File: src/pkg/hfi_pkg.sv
// hfi_pkg: command codes, field positions and reset values shared by the
// controller end and the driver end of the frame interval register block.
// assumes both ends run on one controller clock and meet in hfi_bus_if.
package hfi_pkg;

  // command codes; bit 7 set marks a write
  localparam int         WR_BIT = 7;
  localparam logic [7:0] FPC_RD = 8'h0D;
  localparam logic [7:0] FPC_WR = 8'h8D;
  localparam logic [7:0] IMC_RD = 8'h05;
  localparam logic [7:0] IMC_WR = 8'h85;
  localparam logic [7:0] IME_WR = 8'h84;

  // interrupt mask clear layout
  localparam int         GATE_BIT   = 31;
  localparam int         HUB_BIT    = 6;
  localparam int         WRAP_BIT   = 5;
  localparam int         FATAL_BIT  = 4;
  localparam int         RESUME_BIT = 3;
  localparam int         SOF_BIT    = 2;
  localparam int         OVR_BIT    = 0;
  localparam int         EVT_W      = 7;
  localparam logic [6:0] EVT_MASK   = 7'h7D;
  localparam logic       GATE_RST   = 1'b1;
  localparam logic [6:0] ENA_RST    = 7'h00;

  // frame period config layout
  localparam int          TOG_BIT = 31;
  localparam int          PKT_MSB = 30;
  localparam int          PKT_LSB = 16;
  localparam int          PER_MSB = 13;
  localparam int          PER_W   = 14;
  localparam int          PKT_W   = 15;
  localparam logic [31:0] FPC_RST = 32'h0000_2EDF;

endpackage : hfi_pkg

File: src/pkg/hfi_bus_if.sv
// hfi_bus_if: command-code processor bus between driver and controller.
// assumes both ends share one clock; no tristate, one word per command.
`timescale 1ns/1ps
interface hfi_bus_if;
  logic        cmd_stb;   // one-cycle command strobe
  logic [7:0]  cmd_code;  // command code, valid with cmd_stb
  logic [31:0] wdata;     // write word, valid with cmd_stb
  logic [31:0] rdata;     // read word, valid with rvalid
  logic        rvalid;    // one-cycle read answer

  modport dev (
    input  cmd_stb,
    input  cmd_code,
    input  wdata,
    output rdata,
    output rvalid
  );

  modport host (
    output cmd_stb,
    output cmd_code,
    output wdata,
    input  rdata,
    input  rvalid
  );
endinterface : hfi_bus_if

File: src/verilog/hfi_dev.sv
// hfi_dev: controller end holding the interrupt gate state and the frame
// period configuration, plus the frame countdown that consumes it.
// assumes bit_tick_in is a one-cycle pulse per bit time on sys_clk_in and
// that event levels come from a status register on the same clock.
//
// Operation
// - master gate write one stops all events
// - zero writes leave enable state unchanged
// - master gate set after either reset
// - bits 6,5,4 disable hub, wrap, error
// - bits 3,2,0 disable resume, sof, overrun
// - frame config read 0D, write 8D
// - bits 13:0 frame length, default 11999
// - load largest packet count each frame
// - driver computes the largest packet value; hfi_host takes it from the caller
// - driver inverts toggle on every write
// - driver may trim interval each frame
// - soft reset restores default frame length
// - driver saves and restores interval over reset
// - countdown per bit time, reload after zero
// - copy toggle into countdown toggle at zero
`timescale 1ns/1ps
module hfi_dev #(
  parameter logic [13:0] PER_DEFAULT = hfi_pkg::FPC_RST[13:0]
) (
  input  wire logic        sys_clk_in,           // controller clock
  input  wire logic        rst_n_in,             // async reset, low
  hfi_bus_if.dev           bus,                  // processor command bus
  input  wire logic        bit_tick_in,          // one pulse per bit time
  input  wire logic        soft_reset_in,        // controller_soft_reset
  input  wire logic [6:0]  event_pend_in,        // pending event levels
  output logic             irq_out,              // interrupt request
  output logic             sof_out,              // start of frame pulse
  output logic [13:0]      frame_countdown_out,  // bit times left
  output logic             countdown_toggle_out, // toggle in use
  output logic [14:0]      pkt_budget_out,       // largest packet counter
  output logic             master_gate_out       // master_irq_gate state
);

  // a zero default would make every frame a bare zero and reload tick,
  // leaving no bit times for any transfer at all
  if (PER_DEFAULT == 14'h0000) begin : g_bad_default
    $error("hfi_dev: PER_DEFAULT must be non-zero");
  end

  // the field constants and the record widths must agree, or the word
  // images below would push one field into its neighbour
  if (hfi_pkg::PKT_W != hfi_pkg::PKT_MSB - hfi_pkg::PKT_LSB + 1 ||
      hfi_pkg::PER_W != hfi_pkg::PER_MSB + 1) begin : g_bad_layout
    $error("hfi_dev: field layout constants disagree");
  end

  // the whole block state in one record: the two register images, the
  // frame countdown they feed and the registered bus answer; one comb
  // process builds the next record and one flop process holds it, so
  // no field can be left behind when the state is copied or reset
  typedef struct packed {
    logic        gate;     // master_irq_gate enable
    logic [6:0]  ena;      // per-event enables
    logic        tog;      // interval_toggle
    logic [14:0] pkt;      // largest_packet_bits
    logic [13:0] per;      // frame_period_bits
    logic [13:0] remain;   // frame_countdown
    logic        rtog;     // countdown_toggle
    logic        reload;   // zero reached, reload on next tick
    logic [14:0] pkt_cnt;  // largest data packet counter
    logic        sof;      // start of frame pulse
    logic        irq;      // registered interrupt request
    logic        rvalid;   // read answer pulse
    logic [31:0] rdata;    // read answer word, held until next read
  } hfi_dev_st_t;

  hfi_dev_st_t r; // current state
  hfi_dev_st_t n; // next state

  // word images of the two readable registers
  function automatic logic [31:0] fpc_word(input hfi_dev_st_t s);
    fpc_word = {s.tog, s.pkt, 2'b00, s.per};
  endfunction : fpc_word

  function automatic logic [31:0] imc_word(input hfi_dev_st_t s);
    imc_word = {s.gate, 24'h00_0000, s.ena};
  endfunction : imc_word

  // event bits of a written word, shared by the set and clear sides;
  // reserved bit 1 never reaches the enables, so a stray one there
  // cannot open a source that has no event behind it
  function automatic logic [6:0] evt_bits(input logic [31:0] w);
    evt_bits = w[6:0] & hfi_pkg::EVT_MASK;
  endfunction : evt_bits

  // next-state logic for registers, countdown and interrupt
  always_comb begin
    n        = r;
    n.rvalid = 1'b0;
    n.sof    = 1'b0;

    // processor commands; writes take effect on the strobe edge, and
    // one strobe carries one code, so the branches never overlap
    if (bus.cmd_stb) begin
      if (bus.cmd_code == hfi_pkg::FPC_WR) begin
        // all three fields move together so the toggle marks the change
        n.tog = bus.wdata[hfi_pkg::TOG_BIT];
        n.pkt = bus.wdata[hfi_pkg::PKT_MSB:hfi_pkg::PKT_LSB];
        n.per = bus.wdata[hfi_pkg::PER_MSB:0];
      end

      if (bus.cmd_code == hfi_pkg::IMC_WR) begin
        // only ones act; zeros keep the current enable state, so the
        // driver can close one source without reading the others first
        if (bus.wdata[hfi_pkg::GATE_BIT]) begin
          n.gate = 1'b0;
        end
        n.ena = r.ena & ~evt_bits(bus.wdata);
      end

      if (bus.cmd_code == hfi_pkg::IME_WR) begin
        // set side of the mask, kept so the disables can be undone; the
        // disable register on its own could only ever close sources
        if (bus.wdata[hfi_pkg::GATE_BIT]) begin
          n.gate = 1'b1;
        end
        n.ena = r.ena | evt_bits(bus.wdata);
      end

      // reads answer one cycle later; unmapped codes read zero so the
      // driver can probe for registers that this block does not hold
      if (!bus.cmd_code[hfi_pkg::WR_BIT]) begin
        n.rvalid = 1'b1;
        if (bus.cmd_code == hfi_pkg::FPC_RD) begin
          n.rdata = fpc_word(r);
        end else if (bus.cmd_code == hfi_pkg::IMC_RD) begin
          n.rdata = imc_word(r);
        end else begin
          n.rdata = 32'h0000_0000;
        end
      end
    end

    // frame countdown, advancing only on bit-time boundaries; a frame
    // spans the period plus the zero tick and the reload tick
    if (bit_tick_in) begin
      if (r.reload) begin
        // next boundary after zero starts a new frame, and the packet
        // budget is refilled so every frame opens with its full allowance
        n.remain  = r.per;
        n.pkt_cnt = r.pkt;
        n.reload  = 1'b0;
        n.sof     = 1'b1;
      end else if (r.remain == 14'h0000) begin
        // toggle copied now so the driver sees which period is loading;
        // a write in this very tick loads its period while the copied
        // toggle still shows the old one, so drivers write mid-frame
        n.rtog   = r.tog;
        n.reload = 1'b1;
      end else begin
        // one bit time gone
        n.remain = r.remain - 14'h0001;
      end
    end

    // soft reset wins over a write in the same cycle; countdown, toggle
    // and packet budget keep running so the frame timing stays whole
    if (soft_reset_in) begin
      n.per  = PER_DEFAULT;
      n.gate = hfi_pkg::GATE_RST;
      n.ena  = hfi_pkg::ENA_RST;
    end

    // computed from next state so a disable write masks at once; the
    // request still lags the event level by one flop
    n.irq = n.gate & (|(event_pend_in & n.ena & hfi_pkg::EVT_MASK));
  end

  // state register; reset values are constants only, so the async
  // branch never samples a signal that might itself be settling
  always_ff @(posedge sys_clk_in or negedge rst_n_in) begin
    if (!rst_n_in) begin
      r.gate    <= hfi_pkg::GATE_RST;
      r.ena     <= hfi_pkg::ENA_RST;
      r.tog     <= hfi_pkg::FPC_RST[hfi_pkg::TOG_BIT];
      r.pkt     <= hfi_pkg::FPC_RST[hfi_pkg::PKT_MSB:hfi_pkg::PKT_LSB];
      r.per     <= PER_DEFAULT;
      r.remain  <= PER_DEFAULT;
      r.rtog    <= 1'b0;
      r.reload  <= 1'b0;
      r.pkt_cnt <= 15'h0000;
      r.sof     <= 1'b0;
      r.irq     <= 1'b0;
      r.rvalid  <= 1'b0;
      r.rdata   <= 32'h0000_0000;
    end else begin
      r <= n;
    end
  end

  // every output is a flop of the state record, so no output carries
  // a combinational path back to the bus or the event inputs, and the
  // host end may sample them at any edge without a settling hazard
  assign bus.rvalid           = r.rvalid;
  assign bus.rdata            = r.rdata;
  assign irq_out              = r.irq;
  assign sof_out              = r.sof;
  assign frame_countdown_out  = r.remain;
  assign countdown_toggle_out = r.rtog;
  assign pkt_budget_out       = r.pkt_cnt;
  assign master_gate_out      = r.gate;

endmodule : hfi_dev

File: src/flat_wrapper.sv
// flat-port wrapper written by rule: the top's interface ports become plain ports
module hfi_dev_flat 
#(
  parameter logic [13:0] PER_DEFAULT = hfi_pkg::FPC_RST[13:0]
)
  (sys_clk_in, rst_n_in, bit_tick_in, soft_reset_in, event_pend_in, irq_out, sof_out, frame_countdown_out, countdown_toggle_out, pkt_budget_out, master_gate_out, bus_cmd_stb, bus_cmd_code, bus_wdata, bus_rdata, bus_rvalid);
  hfi_bus_if bus_i ();
  input  wire logic sys_clk_in;
  input  wire logic rst_n_in;
  input  wire logic bit_tick_in;
  input  wire logic soft_reset_in;
  input  wire logic [6:0] event_pend_in;
  output logic irq_out;
  output logic sof_out;
  output logic [13:0] frame_countdown_out;
  output logic countdown_toggle_out;
  output logic [14:0] pkt_budget_out;
  output logic master_gate_out;
  input wire logic [$bits(bus_i.cmd_stb)-1:0] bus_cmd_stb;
  input wire logic [$bits(bus_i.cmd_code)-1:0] bus_cmd_code;
  input wire logic [$bits(bus_i.wdata)-1:0] bus_wdata;
  output wire logic [$bits(bus_i.rdata)-1:0] bus_rdata;
  output wire logic [$bits(bus_i.rvalid)-1:0] bus_rvalid;
  assign bus_i.cmd_stb = bus_cmd_stb;
  assign bus_i.cmd_code = bus_cmd_code;
  assign bus_i.wdata = bus_wdata;
  assign bus_rdata = bus_i.rdata;
  assign bus_rvalid = bus_i.rvalid;
  hfi_dev #(.PER_DEFAULT(PER_DEFAULT)) u_core (.sys_clk_in(sys_clk_in), .rst_n_in(rst_n_in), .bus(bus_i), .bit_tick_in(bit_tick_in), .soft_reset_in(soft_reset_in), .event_pend_in(event_pend_in), .irq_out(irq_out), .sof_out(sof_out), .frame_countdown_out(frame_countdown_out), .countdown_toggle_out(countdown_toggle_out), .pkt_budget_out(pkt_budget_out), .master_gate_out(master_gate_out));
endmodule
File: config.mk
export PLATFORM = sky130hd
export DESIGN_NAME = hfi_dev_flat
export DESIGN_NICKNAME = d
export VERILOG_FILES = /design/src/pkg/hfi_pkg.sv /design/src/pkg/hfi_bus_if.sv /design/src/verilog/hfi_dev.sv /design/src/flat_wrapper.sv
export SDC_FILE = /design/constraint.sdc
export NUM_CORES = 1
export LEC_CHECK = 0
export BUFFER_PORTS_ARGS = -buffer_cell sky130_fd_sc_hd__buf_2
export CAP_MARGIN = 20
export CORE_ASPECT_RATIO = 0.75
export CORE_MARGIN = 2
export CORE_UTILIZATION = 45
export CTS_CLUSTER_DIAMETER = 200
export DETAILED_ROUTE_END_ITERATION = 8
export GPL_ROUTABILITY_DRIVEN = 0
export HOLD_SLACK_MARGIN = 0.1
export PLACE_DENSITY = 0.79
export SETUP_SLACK_MARGIN = 0.02
export SLEW_MARGIN = 20
export SYNTH_ARGS = -nofsm -noshare
export SYNTH_HDL_FRONTEND = slang
export SYNTH_SLANG_ARGS = --single-unit
File: constraint.sdc
create_clock -name sys_clk_in -period 2.3 [get_ports sys_clk_in]
set_input_delay 0.115 -clock sys_clk_in [delete_from_list [all_inputs] [get_ports sys_clk_in]]
set_output_delay 0.115 -clock sys_clk_in [all_outputs]
set_load 0.01 [all_outputs]
Word-level counts from Yosys, hierarchy flattened
Cells that the tools add are included.
- register bits: 104
- input port bits: 52
- output and inout port bits: 66
- logic and storage cells: 55
- add/subtract/negate cells: 1
- equal/unequal tests: 6
- muxes and demuxes: 18
- bitwise gates (word level): 7
- reduce and logical (&&, ||, !) cells: 10
- operators with widths (operator ; number):
    33-bit 2-to-1 mux ; 2
    32-bit 2-to-1 mux ; 2
    14-bit 2-to-1 mux ; 3
    38-bit 2-to-1 mux ; 1
    30-bit 2-to-1 mux ; 1
    8-bit equality test, second input constant ; 3
    8-bit 2-to-1 mux ; 3
    7-bit bitwise AND ; 2
    14-bit zero test ; 1
    14-bit by 1-bit subtractor with 14-bit output, second input constant ; 1
    2-bit AND reduction ; 5
    8-bit by 3-bit equality test with 1-bit output, second input constant ; 1
    8-bit by 4-bit equality test with 1-bit output, second input constant ; 1
    7-bit NOT ; 1
    7-bit OR ; 1
    1-bit 2-to-1 mux ; 6
    6-bit OR reduction ; 1
    2-bit nonzero test ; 2
    3-bit AND reduction ; 1
    2-bit by 1-bit inequality test with 1-bit output, second input constant ; 1
    1-bit NOT ; 2
    1-bit bitwise AND ; 1

Longest topological paths before layout
Gate-level depths: netlist of run 1.
- depth in word-level cells: 10
- mapped depth: 8
- mapped depth without buffers: 6

Worst setup path before layout of run 1
Ideal clock, no wire load.
- path kind: register to register
- start: register u_core.r (netlist bit u_core.frame_countdown_out[0])
- end: register u_core.r (netlist bit u_core.frame_countdown_out[5])
- setup time: 0.124 ns
- arrival: 2.081 ns
- path slack: 0.095 ns
- stages on the path, launching flop included: 9
- clock period less this slack: 2.205 ns
- cells stage by stage: dfstp_2 > inv_1 > ha_1 > or4b_1 > buf_2 > or4b_4 > nand2_1 > buf_4 > o2bb2ai_1
- longest elaborated chain between the ends: 3
- elaborated cells between the ends (all ways): 6
- classes of those cells: 1 x add/sub; 1 x eq/ne; 2 x mux; 2 x reduce/logical
- RTL lines (what ; RTL line ; text):
    start, declared ; hfi_dev.sv:73 ; hfi_dev_st_t r;
    start signal, assigned ; hfi_dev.sv:193 ; r <= n;
    14-bit by 1-bit subtractor with 14-bit output or 14-bit zero test (tied branches) ; hfi_dev.sv:158, hfi_dev.sv:150 ;
    14-bit 2-to-1 mux or 2-bit by 1-bit inequality test with 1-bit output (tied branches) ; -- ;
    14-bit 2-to-1 mux or 2-bit AND reduction (tied branches) ; -- ;
Parallel ways exist; a longest one is shown, timed or not. The select of a mux whose other input is x is not followed.
A chain may end at the register's enable or synchronous reset.

Final worst setup path of run 1
- start: register u_core.r (netlist bit u_core.frame_countdown_out[0])
- end: register u_core.r (netlist bit u_core.frame_countdown_out[10])
Same word-level chain as after synthesis.

==> flow_metrics.py, run 1 <==
metrics = {
    "clocking": {
        "cts.sinks": 102,
        "path_clk_slew_ns": 0.07,
        "cts_tree": "done",
        "clock_latency_ns": 0.33,
        "cts_buffer_depth": 2,
        "htreeDepth": 3,
        "cts_root_buf": "clkbuf_16",
        "cts_buffers": 9,
    },
    "sta": {
        "setup_tns_ns": 0,
        "skew_ns": 0.00744,
        "worst_pin_slew_ns": 0.648,
        "final_max_slew_viol_count": 0,
        "timing.hold.ws_ns": 0.193,
        "rsz0062_at_grt": "false",
        "hold_viol": 0,
        "fmax_mhz": 454,
        "timing.final.crit_share": 0.958,
        "max_slew_margin": 0.568,
        "setup_viol": 0,
        "finalCriticalPeriod_ns": 2.20,
    },
    "status": {
        "status": "complete, no violations",
    },
    "floorplan": {
        "start_util": 0.461,
        "dieArea_um2": 12100,
        "coreArea_um2": 10900,
        "die_height_um": 95.7,
        "die_w_um": 126,
        "num_rows": 33,
        "pin_count": 118,
    },
    "synthesis": {
        "yosysWarnings": 0,
        "synth_top_area_cell": "dfrtp_1",
        "synth_ff_type": "dfrtp_1",
        "ys_ff_latch": 102,
        "netlist.area_leader.share": 0.392,
        "synthTopCellsByArea": "dfrtp_1, dfstp_2, buf_4, nand2_1, a22o_1",
        "syn_area_um2": 5050,
        "synth_commonest_cells": "nand2_1, dfrtp_1, buf_4",
        "synth_area_per_cell_um2": 10.2,
        "synthCells": 493,
        "async_flop_share": 1.00,
        "synth.distinct_cells": 45,
        "yosysSeqAreaShare": 0.511,
        "yosysMostFrequentCell": "nand2_1",
        "synth_edf_count": 0,
    },
    "critical_path": {
        "critPathCaptureType": "flip-flop",
        "critPathMaxFanout": 7,
        "crit_path_start_kind": "flip-flop",
        "critPathKind": "reg2reg",
        "worstSetupStartpoint": "u_core.frame_countdown_out[0]$_DFFE_PN1P_",
        "r2r-start": "u_core.frame_countdown_out[0]$_DFFE_PN1P_",
        "cp.arrival_ns": 2.47,
        "cp.required_ns": 2.56,
    },
    "placed_design": {
        "place.port_buffers": 112,
        "dp.cells": 674,
        "dp_hpwl_um": 8600,
    },
    "cells_and_area": {
        "drive_gt1_frac": 0.341,
        "diodes": 0,
        "multi_input_area_um2": 1860,
        "synthToLayoutAreaGrowth_pct": 17.8,
        "nets": 629,
        "regArea_um2": 2580,
        "fillerInstances": 918,
        "fin_cells": 721,
    },
    "drt": {
        "detail-route-antenna-nets": 0,
        "via_per_inst": 5.51,
        "vias": 3970,
        "drtIter0Drc": 344,
        "drtPass1Iterations": 5,
        "wl_um": 12200,
        "wire_per_inst_um": 16.9,
        "drcViolationCount": 0,
    },
    "power": {
        "powerDensity_nw_per_um2": 756,
        "p_switching_mw": 1.32,
        "p_int_mw": 3.17,
        "swShare": 0.295,
        "leakagePower_nw": 2.97,
        "ir_drop_mv": 0.425,
        "p_comb_frac": 0.202,
        "seq_power_share": 0.482,
        "clockPowerShare": 0.316,
    },
    "global_route": {
        "grt_overflow": 0,
        "grt_pass1_wl_um": 19600,
        "grt_pass1_vias": 3879,
        "groute.usage.overall": 0.206,
        "grt_max_degree": 55,
        "antenna_found_initial": 0,
    },
    "hold_path": {
        "worst_hold_path_type": "in2reg",
        "holdCritStartpoint": "soft_reset_in",
    },
    "run": {
        "max-cap-violations": 0,
    },
}
==> path summary, 6_finish.rpt <==
check                                                             endpoint  slack [ns]  cells after the start
worst max-delay path            u_core.frame_countdown_out[10]$_DFFE_PN1P_         0.1                      7
max in group asynchronous       u_core.frame_countdown_out[10]$_DFFE_PN1P_        1.20                      3
worst max register to register  u_core.frame_countdown_out[10]$_DFFE_PN1P_         0.1                      7
worst min-delay path                                u_core.r[98]$_DFF_PN0_        0.19                      2
worst min register to register             u_core.bus.rdata[4]$_DFFE_PN0P_        0.47                      2
min in group asynchronous                          u_core.r[101]$_DFF_PN0_        0.34                      2
==> worst max-delay path, stage by stage (launching register included) <==
cell	delay [ns]
dfstp_2	0.38
inv_1	0.09
ha_2	0.20
or4b_4	0.47
or4b_4	0.57
nand2_2	0.19
buf_4	0.16
o2bb2ai_1	0.06
==> placed cells by master, fill, tap and decap left out, types with 3 or more instances in the layout <==
cell type	count
buf_2	111
nand2_1	86
dfrtp_1	79
dlygate4sd3_1	31
dfstp_2	23
a22o_1	22
nor2_1	19
buf_4	17
a21oi_1	16
mux2_2	16
nand3b_1	14
inv_1	12
a22oi_1	12
o2bb2ai_1	11
mux2i_1	10
o21ai_0	9
nor4_1	9
clkbuf_16	9
o31ai_1	8
o211ai_2	7
nor3_1	6
nand3_1	5
nand4_1	5
or3_1	4
a211o_1	4
and2_1	3
==> power groups by stage <==
stage / clock network (mW) / logic (mW) / registers [mW]
6_report: 1.42 / 0.908 / 2.17
5_1_grt: 1.52 / 0.986 / 2.19
4_1_cts: 1.46 / 0.899 / 2.16
3_5_place_dp: 0 / 0.851 / 2.19
3_3_place_gp: 0 / 0.821 / 2.17
2_1_floorplan: 0 / 0.671 / 2.15
==> state kept, by name (all words and copies together) (netlist names) <==
| name | count |
|---|---|
| u_core.bus.rvalid | 1 |
| u_core.r | 38 |
| u_core.sof_out | 1 |
| u_core.bus.rdata | 30 |
| u_core.frame_countdown_out | 14 |
| u_core.pkt_budget_out | 15 |
| u_core.countdown_toggle_out | 1 |
| u_core.irq_out | 1 |
| u_core.master_gate_out | 1 |
==> kinds of logic after synthesis <==
family                     synth area share
other                              0.000743
adders and majority gates           0.00248
and+or+nand+nor                       0.164
AOI/OAI and AO/OA                     0.143
DFF                                   0.511
buffers and inverters                 0.123
muxes                                0.0555
==> per-layer routing <==
| layer | routed length [um] | part of all wire | track usage |
|---|---|---|---|
| met3 | 840 | 0.069 | 0.0445 |
| met2 | 5990 | 0.49 | 0.342 |
| met1 | 5180 | 0.42 | 0.275 |
| met4 | 206 | 0.017 | 0.0668 |
| met5 | 0 | 0 | 0 |
==> through the flow <==
| stage | worst slack (ns) | utilization | instance area [um2] | total power, mW |
|---|---|---|---|---|
| after floorplan | 0.0947 | - | 5050 | 2.82 |
| after global placement | 0.0761 | 0.489 | 5350 | 2.99 |
| after detailed placement | 0.0109 | 0.489 | 5350 | 3.04 |
| after CTS | 0.0913 | 0.543 | 5940 | 4.51 |
| after global routing | 0.0300 | 0.544 | 5950 | 4.69 |
| final | 0.0975 | 0.544 | 5950 | 4.49 |
==> area by class of cell <==
cell class / instances / area share
clock buffer: 11 / 0.0408
clock inverter: 5 / 0.00568
inverter: 12 / 0.00757
multi-input combinational: 291 / 0.312
sequential: 102 / 0.434
tap: 140 / 0.0295
timing repair buffer: 160 / 0.170
==> repair_timing <==
item | CTS | global route
endpoints found under the setup margin | 8 | 3
pin swaps | 0 | 0
resized for setup | 1 | 2
hold buffers | 31 | 0
endpoints found under the hold margin | 76 | 0
setup buffers | 0 | 0
Power figures use the tool's default switching activity.
==> run 2: changes to the inputs <==
CORE_MARGIN = 3   (was 2)
CORE_UTILIZATION = 40   (was 45)
PLACE_DENSITY = 0.73   (was 0.79)
==> flow_metrics.py, run 2 (synthesis gave the netlist of run 1 again) <==
metrics = {
    "power": {
        "clockPowerShare": 0.334,
        "p_int_mw": 3.29,
        "seq_power_share": 0.467,
        "p_switching_mw": 1.34,
        "ir_drop_mv": 0.387,
        "swShare": 0.290,
        "powerDensity_nw_per_um2": 767,
        "leakagePower_nw": 3.00,
        "p_comb_frac": 0.199,
        "total_power_mw": 4.64,
    },
    "critical_path": {
        "worstSetupStartpoint": "u_core.frame_countdown_out[1]$_DFFE_PN1P_",
        "r2r-end": "u_core.frame_countdown_out[1]$_DFFE_PN1P_",
        "critPathCaptureType": "flip-flop",
        "path_delay_family": "simple AND/OR/NAND/NOR gates",
        "crit_path_frequent_cell": "or4b_4",
        "critPathKind": "reg2reg",
        "rrSetupSlack_ns": 0.05,
        "reg2regPathDepth": 7,
        "r2r-start": "u_core.frame_countdown_out[1]$_DFFE_PN1P_",
        "critPathMaxFanout": 5,
        "cp.arrival_ns": 2.51,
        "slowest_delay_ns": 0.58,
        "cp.required_ns": 2.56,
        "cp_cell_sequence": "inv_1 > ha_2 > or4b_4 > or4b_4 > nand2_2 > buf_6 > mux2i_2",
        "critPathBufInv": 2,
        "crit_path_start_kind": "flip-flop",
        "cp_slowest_cell": "or4b_4",
    },
    "global_route": {
        "grt_pass1_vias": 3748,
        "groute.usage.overall": 0.179,
        "antenna_found_initial": 0,
        "grt_max_degree": 50,
        "grt_pass1_wl_um": 19500,
        "grt_overflow": 0,
    },
    "clocking": {
        "cts_buffer_depth": 2,
        "cts.sinks": 102,
        "path_clk_slew_ns": 0.07,
        "cts_tree": "done",
        "clock_latency_ns": 0.34,
        "htreeDepth": 3,
        "cts_root_buf": "clkbuf_16",
        "cts_buffers": 9,
    },
    "drt": {
        "vias": 3906,
        "detail-route-antenna-nets": 0,
        "wl_um": 12600,
        "drcViolationCount": 0,
        "via_per_inst": 5.24,
        "wire_per_inst_um": 16.9,
        "drtIter0Drc": 249,
        "drtPass1Iterations": 5,
    },
    "floorplan": {
        "num_rows": 34,
        "dieArea_um2": 14000,
        "die_height_um": 103,
        "pin_count": 118,
        "start_util": 0.422,
        "coreArea_um2": 12000,
        "die_w_um": 136,
    },
    "sta": {
        "finalWorstSetupSlack_ns": 0.0523,
        "rsz0062_at_grt": "true",
        "final_max_slew_viol_count": 0,
        "skew_ns": 0.00580,
        "setup_viol": 0,
        "max_slew_margin": 0.643,
        "hold_viol": 0,
        "fmax_mhz": 445,
        "timing.final.crit_share": 0.977,
        "timing.hold.ws_ns": 0.189,
        "worst_pin_slew_ns": 0.530,
        "setup_tns_ns": 0,
        "finalCriticalPeriod_ns": 2.25,
    },
    "cells_and_area": {
        "final_common_cell": "buf_2",
        "drive_gt1_frac": 0.350,
        "largest_reg_flops": 38,
        "fin_util": 0.506,
        "diodes": 0,
        "fillerInstances": 1105,
        "fin_cells": 745,
        "nets": 631,
        "finalInstanceArea_um2": 6050,
        "largest-register": "u_core.r",
        "layout_common_cells": "buf_2, nand2_1, dfrtp_1, dlygate4sd3_1, dfstp_2",
        "synthToLayoutAreaGrowth_pct": 19.8,
    },
    "placed_design": {
        "placed_area_um2": 5400,
        "dp.cells": 696,
        "place.port_buffers": 112,
        "dp_hpwl_um": 9010,
        "pre_cts_slack_ns": 0.0148,
    },
    "hold_path": {
        "worst_hold_path_type": "in2reg",
        "holdCritStartpoint": "bus_cmd_code[0]",
        "holdPathStages": 4,
        "hold_end": "u_core.irq_out$_DFF_PN0_",
    },
    "run": {
        "max-cap-violations": 0,
    },
    "status": {
        "status": "complete, no violations",
    },
}
-- run 2: worst max path at each step --
stage                                                 to  cells past startpoint
6_report       u_core.frame_countdown_out[1]$_DFFE_PN1P_                      7
5_1_grt        u_core.frame_countdown_out[0]$_DFFE_PN1P_                      7
4_1_cts        u_core.frame_countdown_out[1]$_DFFE_PN1P_                      7
3_5_place_dp   u_core.frame_countdown_out[1]$_DFFE_PN1P_                      7
3_3_place_gp   u_core.frame_countdown_out[1]$_DFFE_PN1P_                      7
2_1_floorplan  u_core.frame_countdown_out[5]$_DFFE_PN0P_                      8
-- run 2: metal layers --
layer  track usage  share of wire  up-vias  routed length (um)
li1              -              -     1838                   -
met1         0.253           0.46     1907                5780
met2         0.273           0.46      155                5800
met3        0.0517          0.078        6                 981
met4        0.0496         0.0038        0                  48
met5             0              0        -                   0
-- run 2: tightest hold or removal path: cells and delay by family --
family / cells / cell delay [ns]
AOI/OAI and AO/OA: 1 / 0.08
buffers and inverters: 2 / 0.16
muxes: 1 / 0.13
-- run 2: final cells by class --
cell class / instances / area (um2) / area share
clock buffer: 10 / 239 / 0.0395
clock inverter: 6 / 67.6 / 0.0112
inverter: 12 / 45.0 / 0.00745
multi-input combinational: 291 / 1870 / 0.309
sequential: 102 / 2580 / 0.427
tap: 162 / 203 / 0.0335
timing repair buffer: 162 / 1040 / 0.173
-- run 2: what timing repair did --
item	CTS	global route
setup buffers	0	2
endpoints found under the hold margin	110	0
pin swaps	1	2
hold buffers	31	0
resized for setup	0	6
setup endpoints to repair	1	3
-- run 2: power by group through the flow --
stage	Combinational, mW	Clock [mW]	Sequential [mW]
2_1_floorplan	0.671	0	2.15
3_3_place_gp	0.843	0	2.17
3_5_place_dp	0.862	0	2.19
4_1_cts	0.906	1.59	2.16
5_1_grt	1.02	1.66	2.19
6_report	0.925	1.55	2.16
